File: config.mk
export PLATFORM = sky130hd
export DESIGN_NAME = psc_top
export DESIGN_NICKNAME = d
export VERILOG_FILES = /design/src/psc_pkg.sv /design/src/psc_top.sv
export VERILOG_INCLUDE_DIRS = /design/src
export SDC_FILE = /design/constraint.sdc
export NUM_CORES = 1
export LEC_CHECK = 0
export ABC_AREA = 1
export BUFFER_PORTS_ARGS = -buffer_cell sky130_fd_sc_hd__buf_2
export CAP_MARGIN = 10
export CORE_MARGIN = 5
export CORE_UTILIZATION = 60
export DETAILED_ROUTE_END_ITERATION = 10
export HOLD_SLACK_MARGIN = 0.03
export PLACE_DENSITY = 0.82
export SYNTH_ARGS = -nofsm -noshare
export SYNTH_HDL_FRONTEND = slang
export SYNTH_SLANG_ARGS = --single-unit
File: constraint.sdc
create_clock -name clk -period 5.1 [get_ports clk]
set_input_delay 1.02 -clock clk [delete_from_list [all_inputs] [get_ports clk]]
set_output_delay 1.02 -clock clk [all_outputs]
set_load 0.02 [all_outputs]
File: src/psc_defines.svh
`ifndef PSC_DEFINES_SVH
`define PSC_DEFINES_SVH
// register byte offsets
`define PSC_OFS_CTRL 8'h00
`define PSC_OFS_CHG 8'h04
`define PSC_OFS_WDT 8'h08
`define PSC_OFS_STAT 8'h0C
// reset values
`define PSC_CTRL_RST 6'h04
`define PSC_CHG_RST 20'h0_0000
`define PSC_WDT_DEF 7'h20
// timing
`define PSC_CLK_HZ 125000000
`define PSC_DEB_MS 15
`define PSC_LONG_S 4'hA
// group request pin codes
`define PSC_GRP_SLEEP 2'h1
`define PSC_GRP_ACTIVE 2'h2
// bus responses
`define PSC_RESP_OK 2'h0
`define PSC_RESP_ERR 2'h2
`endif

File: src/psc_pkg.sv
package psc_pkg;
  typedef enum logic [2:0] {
    ST_NO_SUPPLY = 3'b000,
    ST_BACKUP = 3'b001,
    ST_WAIT_ON = 3'b010,
    ST_ACTIVE = 3'b011,
    ST_SLEEP = 3'b100
  } psc_state_e;
  typedef enum logic [2:0] {
    PH_IDLE = 3'b000,
    PH_PRECOND = 3'b001,
    PH_PRECHG = 3'b010,
    PH_FULL = 3'b011,
    PH_DONE = 3'b100
  } psc_phase_e;
  typedef enum logic [1:0] {
    LIM_30MA = 2'b00,
    LIM_92MA = 2'b01,
    LIM_470MA = 2'b10,
    LIM_SW = 2'b11
  } psc_lim_e;
  typedef struct packed {
    logic full_en;
    logic term_en;
    logic usb_id_en;
    logic bat_en;
    logic device_off_command;
    logic sw_reset;
  } psc_ctrl_s;
  typedef struct packed {
    logic [2:0] input_collapse_voltage;
    logic [3:0] input_current_limit;
    logic [2:0] termination_current_setpoint;
    logic [5:0] charge_voltage_setpoint;
    logic [3:0] charge_current_setpoint;
  } psc_chg_s;
  typedef struct packed {
    logic kick_chg;
    logic kick_pri;
    logic pad1;
    logic [6:0] chg_period;
    logic pad0;
    logic [6:0] pri_period;
  } psc_wdt_s;
  typedef struct packed {
    logic upr_ok;
    logic batt_low_ok;
    logic batt_start_ok;
    logic shunt_ok;
    logic batt_short_ok;
    logic power_button_n;
    logic accessory_n;
    logic charger_detect;
    logic charging_port;
    logic rtc_alarm;
    logic usb_id;
    logic battery_insert;
    logic thermal_shutdown;
    logic warm_reset;
    logic [1:0] group_request_pins;
    logic others_sleep_or_off;
    logic others_off;
    logic cv_mode;
    logic below_term;
  } psc_pins_s;
endpackage

File: src/psc_top.sv
// Notes on behaviour
// - backup condition is battery below low threshold and shunt below minimum.
// - uninterrupted supply below POR threshold means no-supply state.
// - from no-supply or backup, battery above low threshold enters wait-on.
// - loss of uninterrupted supply forces no-supply from any state.
// - wait-on goes active on any trigger if start threshold met, no thermal.
// - battery trigger enabled and USB ID trigger disabled after reset.
// - active or sleep go wait-on on device-off with others off, thermal, watchdog, reset, long press.
// - software reset switches off, then automatically switches back on.
// - group sleep command enters sleep only when other groups sleep or off.
// - sleep returns active on group active command or warm reset.
// - warm reset in active reinitialises and stays active.
// - low battery with supply present enters backup from active, sleep, wait-on.
// - charger detection starts preconditioning, linear charging at 30 mA.
// - battery above short threshold moves preconditioning to precharge.
// - precharge limits input to 92 mA, or 470 mA on charging port.
// - full charge only above start threshold, stopped below low threshold.
// - software setpoints for current, voltage, termination, input limit, collapse.
// - charge watchdog period up to 127 s, default 32 s.
// - enabled termination in constant voltage stops charge at end of charge.
// - button press confirmed after 15 ms, then acts per state.
// - primary watchdog 1 to 127 s, default 32, starts leaving wait-on.
`timescale 1ns/1ps
`include "psc_defines.svh"
module psc_top #(
  parameter int unsigned DEB_CYCLES = `PSC_CLK_HZ / 1000 * `PSC_DEB_MS,
  parameter int unsigned SEC_CYCLES = `PSC_CLK_HZ
)(
  input wire logic clk,
  input wire logic rst_n,
  input wire psc_pkg::psc_pins_s pins,
  input wire logic [7:0] s_axi_awaddr,
  input wire logic s_axi_awvalid,
  output logic s_axi_awready,
  input wire logic [31:0] s_axi_wdata,
  input wire logic [3:0] s_axi_wstrb,
  input wire logic s_axi_wvalid,
  output logic s_axi_wready,
  output logic [1:0] s_axi_bresp,
  output logic s_axi_bvalid,
  input wire logic s_axi_bready,
  input wire logic [7:0] s_axi_araddr,
  input wire logic s_axi_arvalid,
  output logic s_axi_arready,
  output logic [31:0] s_axi_rdata,
  output logic [1:0] s_axi_rresp,
  output logic s_axi_rvalid,
  input wire logic s_axi_rready,
  output psc_pkg::psc_state_e power_state,
  output psc_pkg::psc_phase_e charge_phase,
  output psc_pkg::psc_lim_e input_limit,
  output logic charge_on,
  output logic linear_mode,
  output logic reinit_pulse,
  output logic backup_cond,
  output psc_pkg::psc_chg_s charge_setpoints
);
  localparam int CW = $bits(psc_pkg::psc_ctrl_s);
  localparam int GW = $bits(psc_pkg::psc_chg_s);
  localparam int WW = $bits(psc_pkg::psc_wdt_s);

  function automatic logic [31:0] psc_merge(
    input logic [31:0] old,
    input logic [31:0] d,
    input logic [3:0] s
  );
    logic [31:0] m;
    m = 32'h0000_0000;
    for (int b = 0; b < 4; b++)
    begin
      m[b*8 +: 8] = {8{s[b]}};
    end
    return (old & ~m) | (d & m);
  endfunction

  // pins pass two flops before use
  psc_pkg::psc_pins_s meta_reg, p, prev_reg;
  always_ff @(posedge clk)
  begin
    if (!rst_n)
    begin
      meta_reg <= '0;
      p <= '0;
      prev_reg <= '0;
      // buttons idle high; resetting them low would fake a press
      meta_reg.power_button_n <= 1'b1;
      meta_reg.accessory_n <= 1'b1;
      p.power_button_n <= 1'b1;
      p.accessory_n <= 1'b1;
    end
    else
    begin
      meta_reg <= pins;
      p <= meta_reg;
      prev_reg <= p;
    end
  end

  wire logic pwr_fail = !p.upr_ok;
  wire logic low_bat = !p.batt_low_ok;
  wire logic chg_plug = p.charger_detect && !prev_reg.charger_detect;
  wire logic ins_rise = p.battery_insert && !prev_reg.battery_insert;
  wire logic id_rise = p.usb_id && !prev_reg.usb_id;
  wire logic warm_rise = p.warm_reset && !prev_reg.warm_reset;
  wire logic [1:0] raw_press = {!p.accessory_n, !p.power_button_n};

  // debounce for button (0) and accessory (1)
  logic [1:0] conf;
  logic [1:0] conf_prev_reg;
  genvar gi;
  for (gi = 0; gi < 2; gi++)
  begin : g_deb
    logic [31:0] cnt_reg;
    logic conf_q;
    always_ff @(posedge clk)
    begin
      if (!rst_n || !raw_press[gi])
      begin
        cnt_reg <= 32'h0000_0000;
        conf_q <= 1'b0;
      end
      else if (cnt_reg < DEB_CYCLES - 1)
        cnt_reg <= cnt_reg + 32'h0000_0001;
      else
        conf_q <= 1'b1;
    end
    assign conf[gi] = conf_q;
  end
  always_ff @(posedge clk)
  begin
    conf_prev_reg <= rst_n ? conf : 2'b00;
  end
  wire logic acc_press = conf[1] && !conf_prev_reg[1];

  // one-second tick shared by long press and both watchdogs
  logic [31:0] sec_cnt_reg;
  logic tick_reg;
  always_ff @(posedge clk)
  begin
    if (!rst_n || sec_cnt_reg >= SEC_CYCLES - 1)
      sec_cnt_reg <= 32'h0000_0000;
    else
      sec_cnt_reg <= sec_cnt_reg + 32'h0000_0001;
    tick_reg <= rst_n && (sec_cnt_reg >= SEC_CYCLES - 1);
  end

  // long press counts whole seconds of a confirmed press
  logic [3:0] long_cnt_reg;
  wire logic long_hit = long_cnt_reg >= `PSC_LONG_S;
  always_ff @(posedge clk)
  begin
    if (!rst_n || !conf[0])
      long_cnt_reg <= 4'h0;
    else if (tick_reg && !long_hit)
      long_cnt_reg <= long_cnt_reg + 4'h1;
  end
  // a release that ends a long press must not switch straight back on
  wire logic btn_release = conf_prev_reg[0] && !conf[0] && !long_hit;

  // register file
  psc_pkg::psc_ctrl_s ctrl_reg;
  psc_pkg::psc_wdt_s wdt_reg;
  psc_pkg::psc_state_e state_reg, state_next;
  psc_pkg::psc_phase_e phase_reg, phase_next;
  logic [7:0] awaddr_reg;
  logic [31:0] wdata_reg;
  logic [3:0] wstrb_reg;
  logic aw_full_reg, w_full_reg, chg_exp_reg, restart_reg;
  wire logic aw_hs = s_axi_awvalid && s_axi_awready;
  wire logic w_hs = s_axi_wvalid && s_axi_wready;
  wire logic ar_hs = s_axi_arvalid && s_axi_arready;
  wire logic do_wr = aw_full_reg && w_full_reg && !s_axi_bvalid;
  wire logic wr_ctrl = do_wr && awaddr_reg == `PSC_OFS_CTRL;
  wire logic wr_chg = do_wr && awaddr_reg == `PSC_OFS_CHG;
  wire logic wr_wdt = do_wr && awaddr_reg == `PSC_OFS_WDT;
  wire logic wr_hit = wr_ctrl || wr_chg || wr_wdt || awaddr_reg == `PSC_OFS_STAT;
  wire logic [31:0] m_ctrl = psc_merge(32'(ctrl_reg), wdata_reg, wstrb_reg);
  wire logic [31:0] m_chg = psc_merge(32'(charge_setpoints), wdata_reg, wstrb_reg);
  wire logic [31:0] m_wdt = psc_merge(32'(wdt_reg), wdata_reg, wstrb_reg);
  wire logic aw_full_next = (aw_full_reg || aw_hs) && !do_wr;
  wire logic w_full_next = (w_full_reg || w_hs) && !do_wr;
  wire logic rvalid_next = (s_axi_rvalid && !s_axi_rready) || ar_hs;
  wire logic [31:0] stat_word = {23'h00_0000, chg_exp_reg, phase_reg == psc_pkg::PH_DONE,
    backup_cond, phase_reg, state_reg};
  wire logic [31:0] rd_word =
    s_axi_araddr == `PSC_OFS_CTRL ? 32'(ctrl_reg) :
    s_axi_araddr == `PSC_OFS_CHG ? 32'(charge_setpoints) :
    s_axi_araddr == `PSC_OFS_WDT ? 32'(wdt_reg) : stat_word;
  wire logic rd_hit = s_axi_araddr == `PSC_OFS_CTRL || s_axi_araddr == `PSC_OFS_CHG ||
    s_axi_araddr == `PSC_OFS_WDT || s_axi_araddr == `PSC_OFS_STAT;

  always_ff @(posedge clk)
  begin
    if (!rst_n)
    begin
      s_axi_awready <= 1'b0;
      s_axi_wready <= 1'b0;
      s_axi_bvalid <= 1'b0;
      s_axi_bresp <= `PSC_RESP_OK;
      s_axi_arready <= 1'b0;
      s_axi_rvalid <= 1'b0;
      s_axi_rresp <= `PSC_RESP_OK;
      s_axi_rdata <= 32'h0000_0000;
      aw_full_reg <= 1'b0;
      w_full_reg <= 1'b0;
      awaddr_reg <= 8'h00;
      wdata_reg <= 32'h0000_0000;
      wstrb_reg <= 4'h0;
    end
    else
    begin
      aw_full_reg <= aw_full_next;
      w_full_reg <= w_full_next;
      s_axi_awready <= !aw_full_next;
      s_axi_wready <= !w_full_next;
      if (aw_hs)
        awaddr_reg <= s_axi_awaddr;
      if (w_hs)
      begin
        wdata_reg <= s_axi_wdata;
        wstrb_reg <= s_axi_wstrb;
      end
      if (do_wr)
        s_axi_bresp <= wr_hit ? `PSC_RESP_OK : `PSC_RESP_ERR;
      s_axi_bvalid <= do_wr || (s_axi_bvalid && !s_axi_bready);
      s_axi_rvalid <= rvalid_next;
      s_axi_arready <= !rvalid_next;
      if (ar_hs)
      begin
        s_axi_rdata <= rd_hit ? rd_word : 32'h0000_0000;
        s_axi_rresp <= rd_hit ? `PSC_RESP_OK : `PSC_RESP_ERR;
      end
    end
  end

  // sw_reset, device-off and kick bits are one-cycle pulses
  always_ff @(posedge clk)
  begin
    if (!rst_n)
    begin
      ctrl_reg <= `PSC_CTRL_RST;
      charge_setpoints <= `PSC_CHG_RST;
      wdt_reg <= {3'b000, `PSC_WDT_DEF, 1'b0, `PSC_WDT_DEF};
    end
    else
    begin
      ctrl_reg <= wr_ctrl ? psc_pkg::psc_ctrl_s'(m_ctrl[CW-1:0]) :
        {ctrl_reg[CW-1:2], 2'b00};
      if (wr_chg)
        charge_setpoints <= psc_pkg::psc_chg_s'(m_chg[GW-1:0]);
      if (wr_wdt)
        wdt_reg <= psc_pkg::psc_wdt_s'(m_wdt[WW-1:0]);
      else
        wdt_reg <= {2'b00, wdt_reg[WW-3:0]};
      if (state_reg == psc_pkg::ST_WAIT_ON && !wr_wdt)
        wdt_reg.pri_period <= `PSC_WDT_DEF;
    end
  end

  // watchdogs count seconds; a zero period acts as one second
  logic [6:0] pri_cnt_reg, chg_cnt_reg;
  wire logic [6:0] pri_per = wdt_reg.pri_period == 7'h00 ? 7'h01 : wdt_reg.pri_period;
  wire logic [6:0] chg_per = wdt_reg.chg_period == 7'h00 ? 7'h01 : wdt_reg.chg_period;
  wire logic running = state_reg == psc_pkg::ST_ACTIVE || state_reg == psc_pkg::ST_SLEEP;
  wire logic pri_exp = running && pri_cnt_reg >= pri_per;
  wire logic chg_exp = phase_reg == psc_pkg::PH_FULL && chg_cnt_reg >= chg_per;
  always_ff @(posedge clk)
  begin
    if (!rst_n || !running || wdt_reg.kick_pri)
      pri_cnt_reg <= 7'h00;
    else if (tick_reg && !pri_exp)
      pri_cnt_reg <= pri_cnt_reg + 7'h01;
    if (!rst_n || phase_reg != psc_pkg::PH_FULL || wdt_reg.kick_chg)
      chg_cnt_reg <= 7'h00;
    else if (tick_reg && !chg_exp)
      chg_cnt_reg <= chg_cnt_reg + 7'h01;
    if (!rst_n)
      chg_exp_reg <= 1'b0;
    else if (chg_exp)
      chg_exp_reg <= 1'b1;
    else if (wdt_reg.kick_chg)
      chg_exp_reg <= 1'b0;
  end

  // power state machine
  wire logic off_trig = (ctrl_reg.device_off_command && p.others_off) ||
    p.thermal_shutdown || pri_exp || ctrl_reg.sw_reset || long_hit;
  wire logic on_trig = btn_release || acc_press || chg_plug || p.rtc_alarm ||
    (ctrl_reg.bat_en && (ins_rise || phase_reg != psc_pkg::PH_IDLE)) ||
    (ctrl_reg.usb_id_en && id_rise) || restart_reg;
  wire logic on_ok = p.batt_start_ok && !p.thermal_shutdown;
  wire logic go_sleep = p.group_request_pins == `PSC_GRP_SLEEP && p.others_sleep_or_off;
  wire logic go_wake = p.group_request_pins == `PSC_GRP_ACTIVE || warm_rise;

  always_comb
  begin
    state_next = state_reg;
    if (pwr_fail)
      state_next = psc_pkg::ST_NO_SUPPLY;
    else
    begin
      case (state_reg)
        psc_pkg::ST_NO_SUPPLY:
          state_next = low_bat ? psc_pkg::ST_BACKUP : psc_pkg::ST_WAIT_ON;
        psc_pkg::ST_BACKUP:
          if (!low_bat)
            state_next = psc_pkg::ST_WAIT_ON;
        psc_pkg::ST_WAIT_ON:
          if (low_bat)
            state_next = psc_pkg::ST_BACKUP;
          else if (on_trig && on_ok)
            state_next = psc_pkg::ST_ACTIVE;
        psc_pkg::ST_ACTIVE:
          if (low_bat)
            state_next = psc_pkg::ST_BACKUP;
          else if (off_trig)
            state_next = psc_pkg::ST_WAIT_ON;
          else if (go_sleep)
            state_next = psc_pkg::ST_SLEEP;
        psc_pkg::ST_SLEEP:
          if (low_bat)
            state_next = psc_pkg::ST_BACKUP;
          else if (off_trig)
            state_next = psc_pkg::ST_WAIT_ON;
          else if (go_wake)
            state_next = psc_pkg::ST_ACTIVE;
        default:
          state_next = psc_pkg::ST_NO_SUPPLY;
      endcase
    end
  end

  always_ff @(posedge clk)
  begin
    if (!rst_n)
    begin
      state_reg <= psc_pkg::ST_NO_SUPPLY;
      restart_reg <= 1'b0;
      reinit_pulse <= 1'b0;
      backup_cond <= 1'b0;
    end
    else
    begin
      state_reg <= state_next;
      // restart survives the off transition and fires the next switch-on
      if (running && ctrl_reg.sw_reset && state_next == psc_pkg::ST_WAIT_ON)
        restart_reg <= 1'b1;
      else if (state_next != psc_pkg::ST_WAIT_ON)
        restart_reg <= 1'b0;
      reinit_pulse <= warm_rise && running && state_next == psc_pkg::ST_ACTIVE;
      backup_cond <= low_bat && !p.shunt_ok;
    end
  end
  assign power_state = state_reg;

  // charge phase machine
  always_comb
  begin
    phase_next = phase_reg;
    if (!p.charger_detect)
      phase_next = psc_pkg::PH_IDLE;
    else
    begin
      case (phase_reg)
        psc_pkg::PH_IDLE:
          phase_next = psc_pkg::PH_PRECOND;
        psc_pkg::PH_PRECOND:
          if (p.batt_short_ok)
            phase_next = psc_pkg::PH_PRECHG;
        psc_pkg::PH_PRECHG:
          if (!p.batt_short_ok)
            phase_next = psc_pkg::PH_PRECOND;
          else if (ctrl_reg.full_en && p.batt_start_ok && !chg_exp_reg)
            phase_next = psc_pkg::PH_FULL;
        psc_pkg::PH_FULL:
          if (low_bat || chg_exp)
            phase_next = psc_pkg::PH_PRECHG;
          else if (ctrl_reg.term_en && p.cv_mode && p.below_term)
            phase_next = psc_pkg::PH_DONE;
        psc_pkg::PH_DONE:
          if (!ctrl_reg.full_en)
            phase_next = psc_pkg::PH_PRECHG;
        default:
          phase_next = psc_pkg::PH_IDLE;
      endcase
    end
  end

  wire psc_pkg::psc_lim_e lim_next =
    phase_next == psc_pkg::PH_PRECOND ? psc_pkg::LIM_30MA :
    phase_next == psc_pkg::PH_FULL ? psc_pkg::LIM_SW :
    p.charging_port ? psc_pkg::LIM_470MA : psc_pkg::LIM_92MA;
  always_ff @(posedge clk)
  begin
    if (!rst_n)
    begin
      phase_reg <= psc_pkg::PH_IDLE;
      input_limit <= psc_pkg::LIM_92MA;
      charge_on <= 1'b0;
      linear_mode <= 1'b0;
    end
    else
    begin
      phase_reg <= phase_next;
      input_limit <= lim_next;
      charge_on <= phase_next inside {psc_pkg::PH_PRECOND, psc_pkg::PH_PRECHG,
        psc_pkg::PH_FULL};
      linear_mode <= phase_next == psc_pkg::PH_PRECOND;
    end
  end
  assign charge_phase = phase_reg;

  wire logic keep_on = p.upr_ok && p.batt_low_ok && p.batt_start_ok && !p.thermal_shutdown;
endmodule
# After elaboration in Yosys (flattened, before gate mapping)
# Index checks and enable logic that the tools add are counted.
# word_totals
regBits	295
in_bits	79
out_inout_bits	73
# classes
addsub	6
order_cmp	6
eq_ne	23
mux	35
bitwise	9
n_reduce_logical	110
# op_table
cell	n
$add 32x1->32 const B	3
$lt 32x21->1 const B	2
$mux 20	3
$mux 3	17
$logic_and 1x1->1	41
$and 20x20->20	2
$eq 8x4->1 const B	4
$ge 32x27->1 const B	1
$logic_or 1x1->1	32
$pmux 3 s5	2
$eq 3x2->1 const B	8
$logic_not 1->1	23
$not 20->20	1
$or 20x20->20	1
$and 18x18->18	1
$mux 18	1
$or 18x18->18	1
$eq 8x3->1 const B	2
$logic_not 8->1	2
$add 7x1->7 const B	2
$ge 7x7->1	2
$logic_not 7->1	2
$mux 7	2
$mux 2	5
16 further kinds	29

# Depth between registers and ports, before layout
# depth
word_depth	17
ltp_mapped	16

# Worst setup path before layout
# Ideal clock, no wire load.
# synth_timing
path_type	input port to flip-flop
start	input s_axi_araddr[1]
end	register s_axi_rdata[3]
setup_time_ns	0.132
arrival_ns	2.039
path_slack_ns	2.928
cell_stages	8
n_path_buf	1
path_cell_list	or2_1 > inv_1 > nand4_2 > buf_2 > o211ai_1 > nand3_1 > nand2_1 > a21oi_1
# synth_via
elab_chain_cells	5
word_cells_on_any_way	11
cone_classes	eq/ne (3); mux (4); reduce/logical (4)
# synth_rtl
element	line	text
start: declaration	psc_top.sv:42	input wire logic [7:0] s_axi_araddr,
$eq 8x4->1 (no source line) (tied with other cells)	-	
$mux 18 or $logic_or 1x1->1 (tied branches)	-	
$mux 20 or $logic_or 1x1->1 (tied branches) (2 in series)	-	
$mux 20 (*)	psc_top.sv:230	s_axi_rdata <= rd_hit ? rd_word : 32'h0000_0000;
end signal: assignment	psc_top.sv:230	
end: declaration	psc_top.sv:45	output logic [31:0] s_axi_rdata,
# Every way passes the cells marked *; elsewhere a longest branch is shown, timed or not.
# A chain may end at the register's enable or synchronous reset.

# Worst setup path after layout
# layout_timing
start	register g_deb[0].cnt_reg[0]
end	register g_deb[0].cnt_reg[1]
# layout_via
elab_chain_cells	1
word_cells_on_any_way	2
cone_classes	add/sub (1); order compare (1)
# layout_rtl
element	line	text
start: declaration	psc_top.sv:113	logic [31:0] cnt_reg;
start signal: assignment	psc_top.sv:123	cnt_reg <= cnt_reg + 32'h0000_0001;
$add 32x1->32 or $lt 32x21->1 (tied branches)	psc_top.sv:123, psc_top.sv:122	
# Parallel ways exist; a longest one is shown, timed or not.

==> reports/metrics.csv <==
metric,value,unit
outcome,"complete, no violations",
yosys.cell_types.count,53,
fp.dieH,155,um
r2r_cells,10,
top_level_ports,152,
finalSetupViolCount,0,
synth-edff-count,0,
power_density,318,nW/um^2
vias,11000,
pwr-share-comb,3.9,%
grt_start_max_net_pins,116,
cts_tree,yes,
endpoint_kind,flip-flop,
first_global_vias,10400,
fmaxAchievable,0.361,GHz
antenna_found_initial,0,
crit_buf_inv,1,
rows,53,
wl_per_cell,13.6,um
worst_slew_pin_slew,1.07,ns
grt_pass1_wl,47300,um
final_common_cell,nand2_1,
numCtsBuffers,30,
holdPathEnd,p[11],
coreArea,20900,sq um
start_util,60.6,%
post-cts-setup-buffer-count,0,
cp.arrival,3.18,ns
hp-start,meta_reg[11],
yosysSeqAreaShare,44.4,%
hpwl,20300,um
dieArea,24100,sq um
syn_inst,1690,
clkPwrFrac,46.1,%
internal_power,3.56,mW
p_leak,6.09,nW
drc,0,
synthArstFlopShare,0,%
r2r_slack,2.33,ns
drive_above_1_share,14.3,%
cts_root_buf,clkbuf_16,
finalHoldViolCount,0,
die_w,155,um
stdcell_area,14300,sq um
min_period,2.77,ns
gp_congestion,0.919,
critPathMaxFanout,23,
grt.overflow.total,0,
timing.final.crit_share,54.3,%
max_stage_delay,0.60,ns
placed_cell_area,13300,sq um
crit_chain,"ha_1, a21oi_1, o211ai_1, nand2_1, nand2_1, nand2_1, nand2_2, inv_1, nor2_1, nor2_1",
cp.required,5.52,ns
start_kind,flip-flop,
diodes,0,
slew_headroom,28.6,%
clk_pin_slew_worst_paths,0.06,ns
cts_hold_buf,0,
switching_power,980,uW
initialDrtViolationCount,678,
slowest_stage,nand2_2,
postRouteAntennaNets,0,
cp_top_family,simple AND/OR/NAND/NOR gates,
cts_resized,0,
syn-cell-area,12700,sq um
utilization,68.4,%
mostFrequentLayoutCells,"nand2_1, dfxtp_1, inv_1",
area_delta_synth_final,12.8,%
firstDrtPassIters,6,
cap_violations,0,
rr_endpoint,g_deb[0].cnt_reg[1],
avgSynthCellArea,7.49,sq um
crit_type,flip-flop to flip-flop,
yosysWarnings,0,
drt_wl_total,28500,um
fillers,1697,
routed_via_density,5.22,
synth_seq_cells,281,
cts.sinks,281,
final_nets,1902,
whs_path_depth,2,
swShare,21.6,%
grt_usage,22.9,%
power_frac_seq,49.9,%
htree_levels,1,
insertion_delay,0.54,ns
report.final.slew_viol_count,0,
ir_worst_vdd,0.256,mV
fin_setup_tns,0,ns
synth_top_flop_cell,dfxtp_1,
clockBufferDepth,3,
rsz0062_at_grt,false,
whs,0.410,ns
crit_path_frequent_cell,nand2_1,
fin_skew,0.0148,ns
io_buffers,124,
hold_class,flip-flop to flip-flop,
r2r_start,g_deb[0].cnt_reg[0],
[cell usage after synthesis (21+ instances only)]
library cell	instances	area [sq um]
nor3_1	26	130
nor2_2	29	181
xor2_1	47	412
nor2_1	208	781
clkbuf_1	30	113
a21oi_1	131	656
xnor2_1	21	184
o21ai_0	105	526
inv_1	234	878
nand2_1	309	1160
nand4_1	26	163
ha_1	21	263
nand3_1	74	370
dfxtp_1	281	5630
[cell families (layout without fill, tap and decap cells)]
| group | after synthesis | after routing | synth area share [%] |
|---|---|---|---|
| simple gates | 737 | 737 | 26.5 |
| buf+inv | 305 | 420 | 10.4 |
| flops | 281 | 281 | 44.4 |
| compound gates | 277 | 277 | 11.9 |
| xor+xnor | 68 | 68 | 4.70 |
| fa+ha+maj | 21 | 21 | 2.07 |
| other cells | 1 | 19 | 0.0296 |
[power by group through the flow]
stage	combinational [mW]	clock, mW	sequential, mW
3_3_place_gp	0.172	0	2.31
2_1_floorplan	0.123	0	2.31
5_1_grt	0.203	2.23	2.27
4_1_cts	0.178	2.14	2.27
6_report	0.179	2.10	2.27
3_5_place_dp	0.176	0	2.32
[worst register-to-register path, stage by stage, from the launching register on]
cell and delay (ns):
dfxtp_1 0.46, ha_1 0.32, a21oi_1 0.10, o211ai_1 0.20, nand2_1 0.07, nand2_1 0.07
nand2_1 0.51, nand2_2 0.60, inv_1 0.14, nor2_1 0.13, nor2_1 0.06
[per-stage QoR]
| stage | instances | setup WS (ns) | total power [mW] |
|---|---|---|---|
| final | 2098 | 2.33 | 4.55 |
| after global routing | 2098 | 2.08 | 4.70 |
| after CTS | 2098 | 2.33 | 4.58 |
| after detailed placement | 2045 | 1.87 | 2.49 |
| after global placement | 2045 | 1.92 | 2.49 |
| after floorplan | 1708 | 2.93 | 2.44 |
[area by class of cell]
class / instances / area (sq um) / area share [%]
Timing Repair Buffer: 128 / 653 / 4.57
Multi-Input combinational cell: 1122 / 5790 / 40.6
Clock inverter: 11 / 114 / 0.797
Sequential cell: 281 / 5630 / 39.4
Tap cell: 275 / 344 / 2.41
Inverter: 239 / 897 / 6.28
Clock buffer: 42 / 857 / 6.00
[layer usage]
layer	vias up	track usage (%)	wire length (um)
li1	5571	-	-
met1	4994	28.7	12200
met4	0	7.75	870
met3	64	4.37	1870
met2	323	39.6	13600
met5	-	0	0
[worst max path at each step]
stage | cells after the start | from | slack [ns] | end
after floorplan | 8 | s_axi_araddr[1] | 2.93 | s_axi_rdata[3]
after global placement | 9 | s_axi_arvalid | 1.92 | s_axi_rdata[6]
after detailed placement | 5 | rst_n | 1.87 | g_deb[0].cnt_reg[7]
after CTS | 10 | g_deb[0].cnt_reg[0] | 2.33 | g_deb[0].cnt_reg[1]
after global routing | 10 | g_deb[0].cnt_reg[0] | 2.08 | g_deb[0].cnt_reg[1]
final | 10 | g_deb[0].cnt_reg[0] | 2.33 | g_deb[0].cnt_reg[1]
No activity file was read; power rests on OpenSTA's default activity.
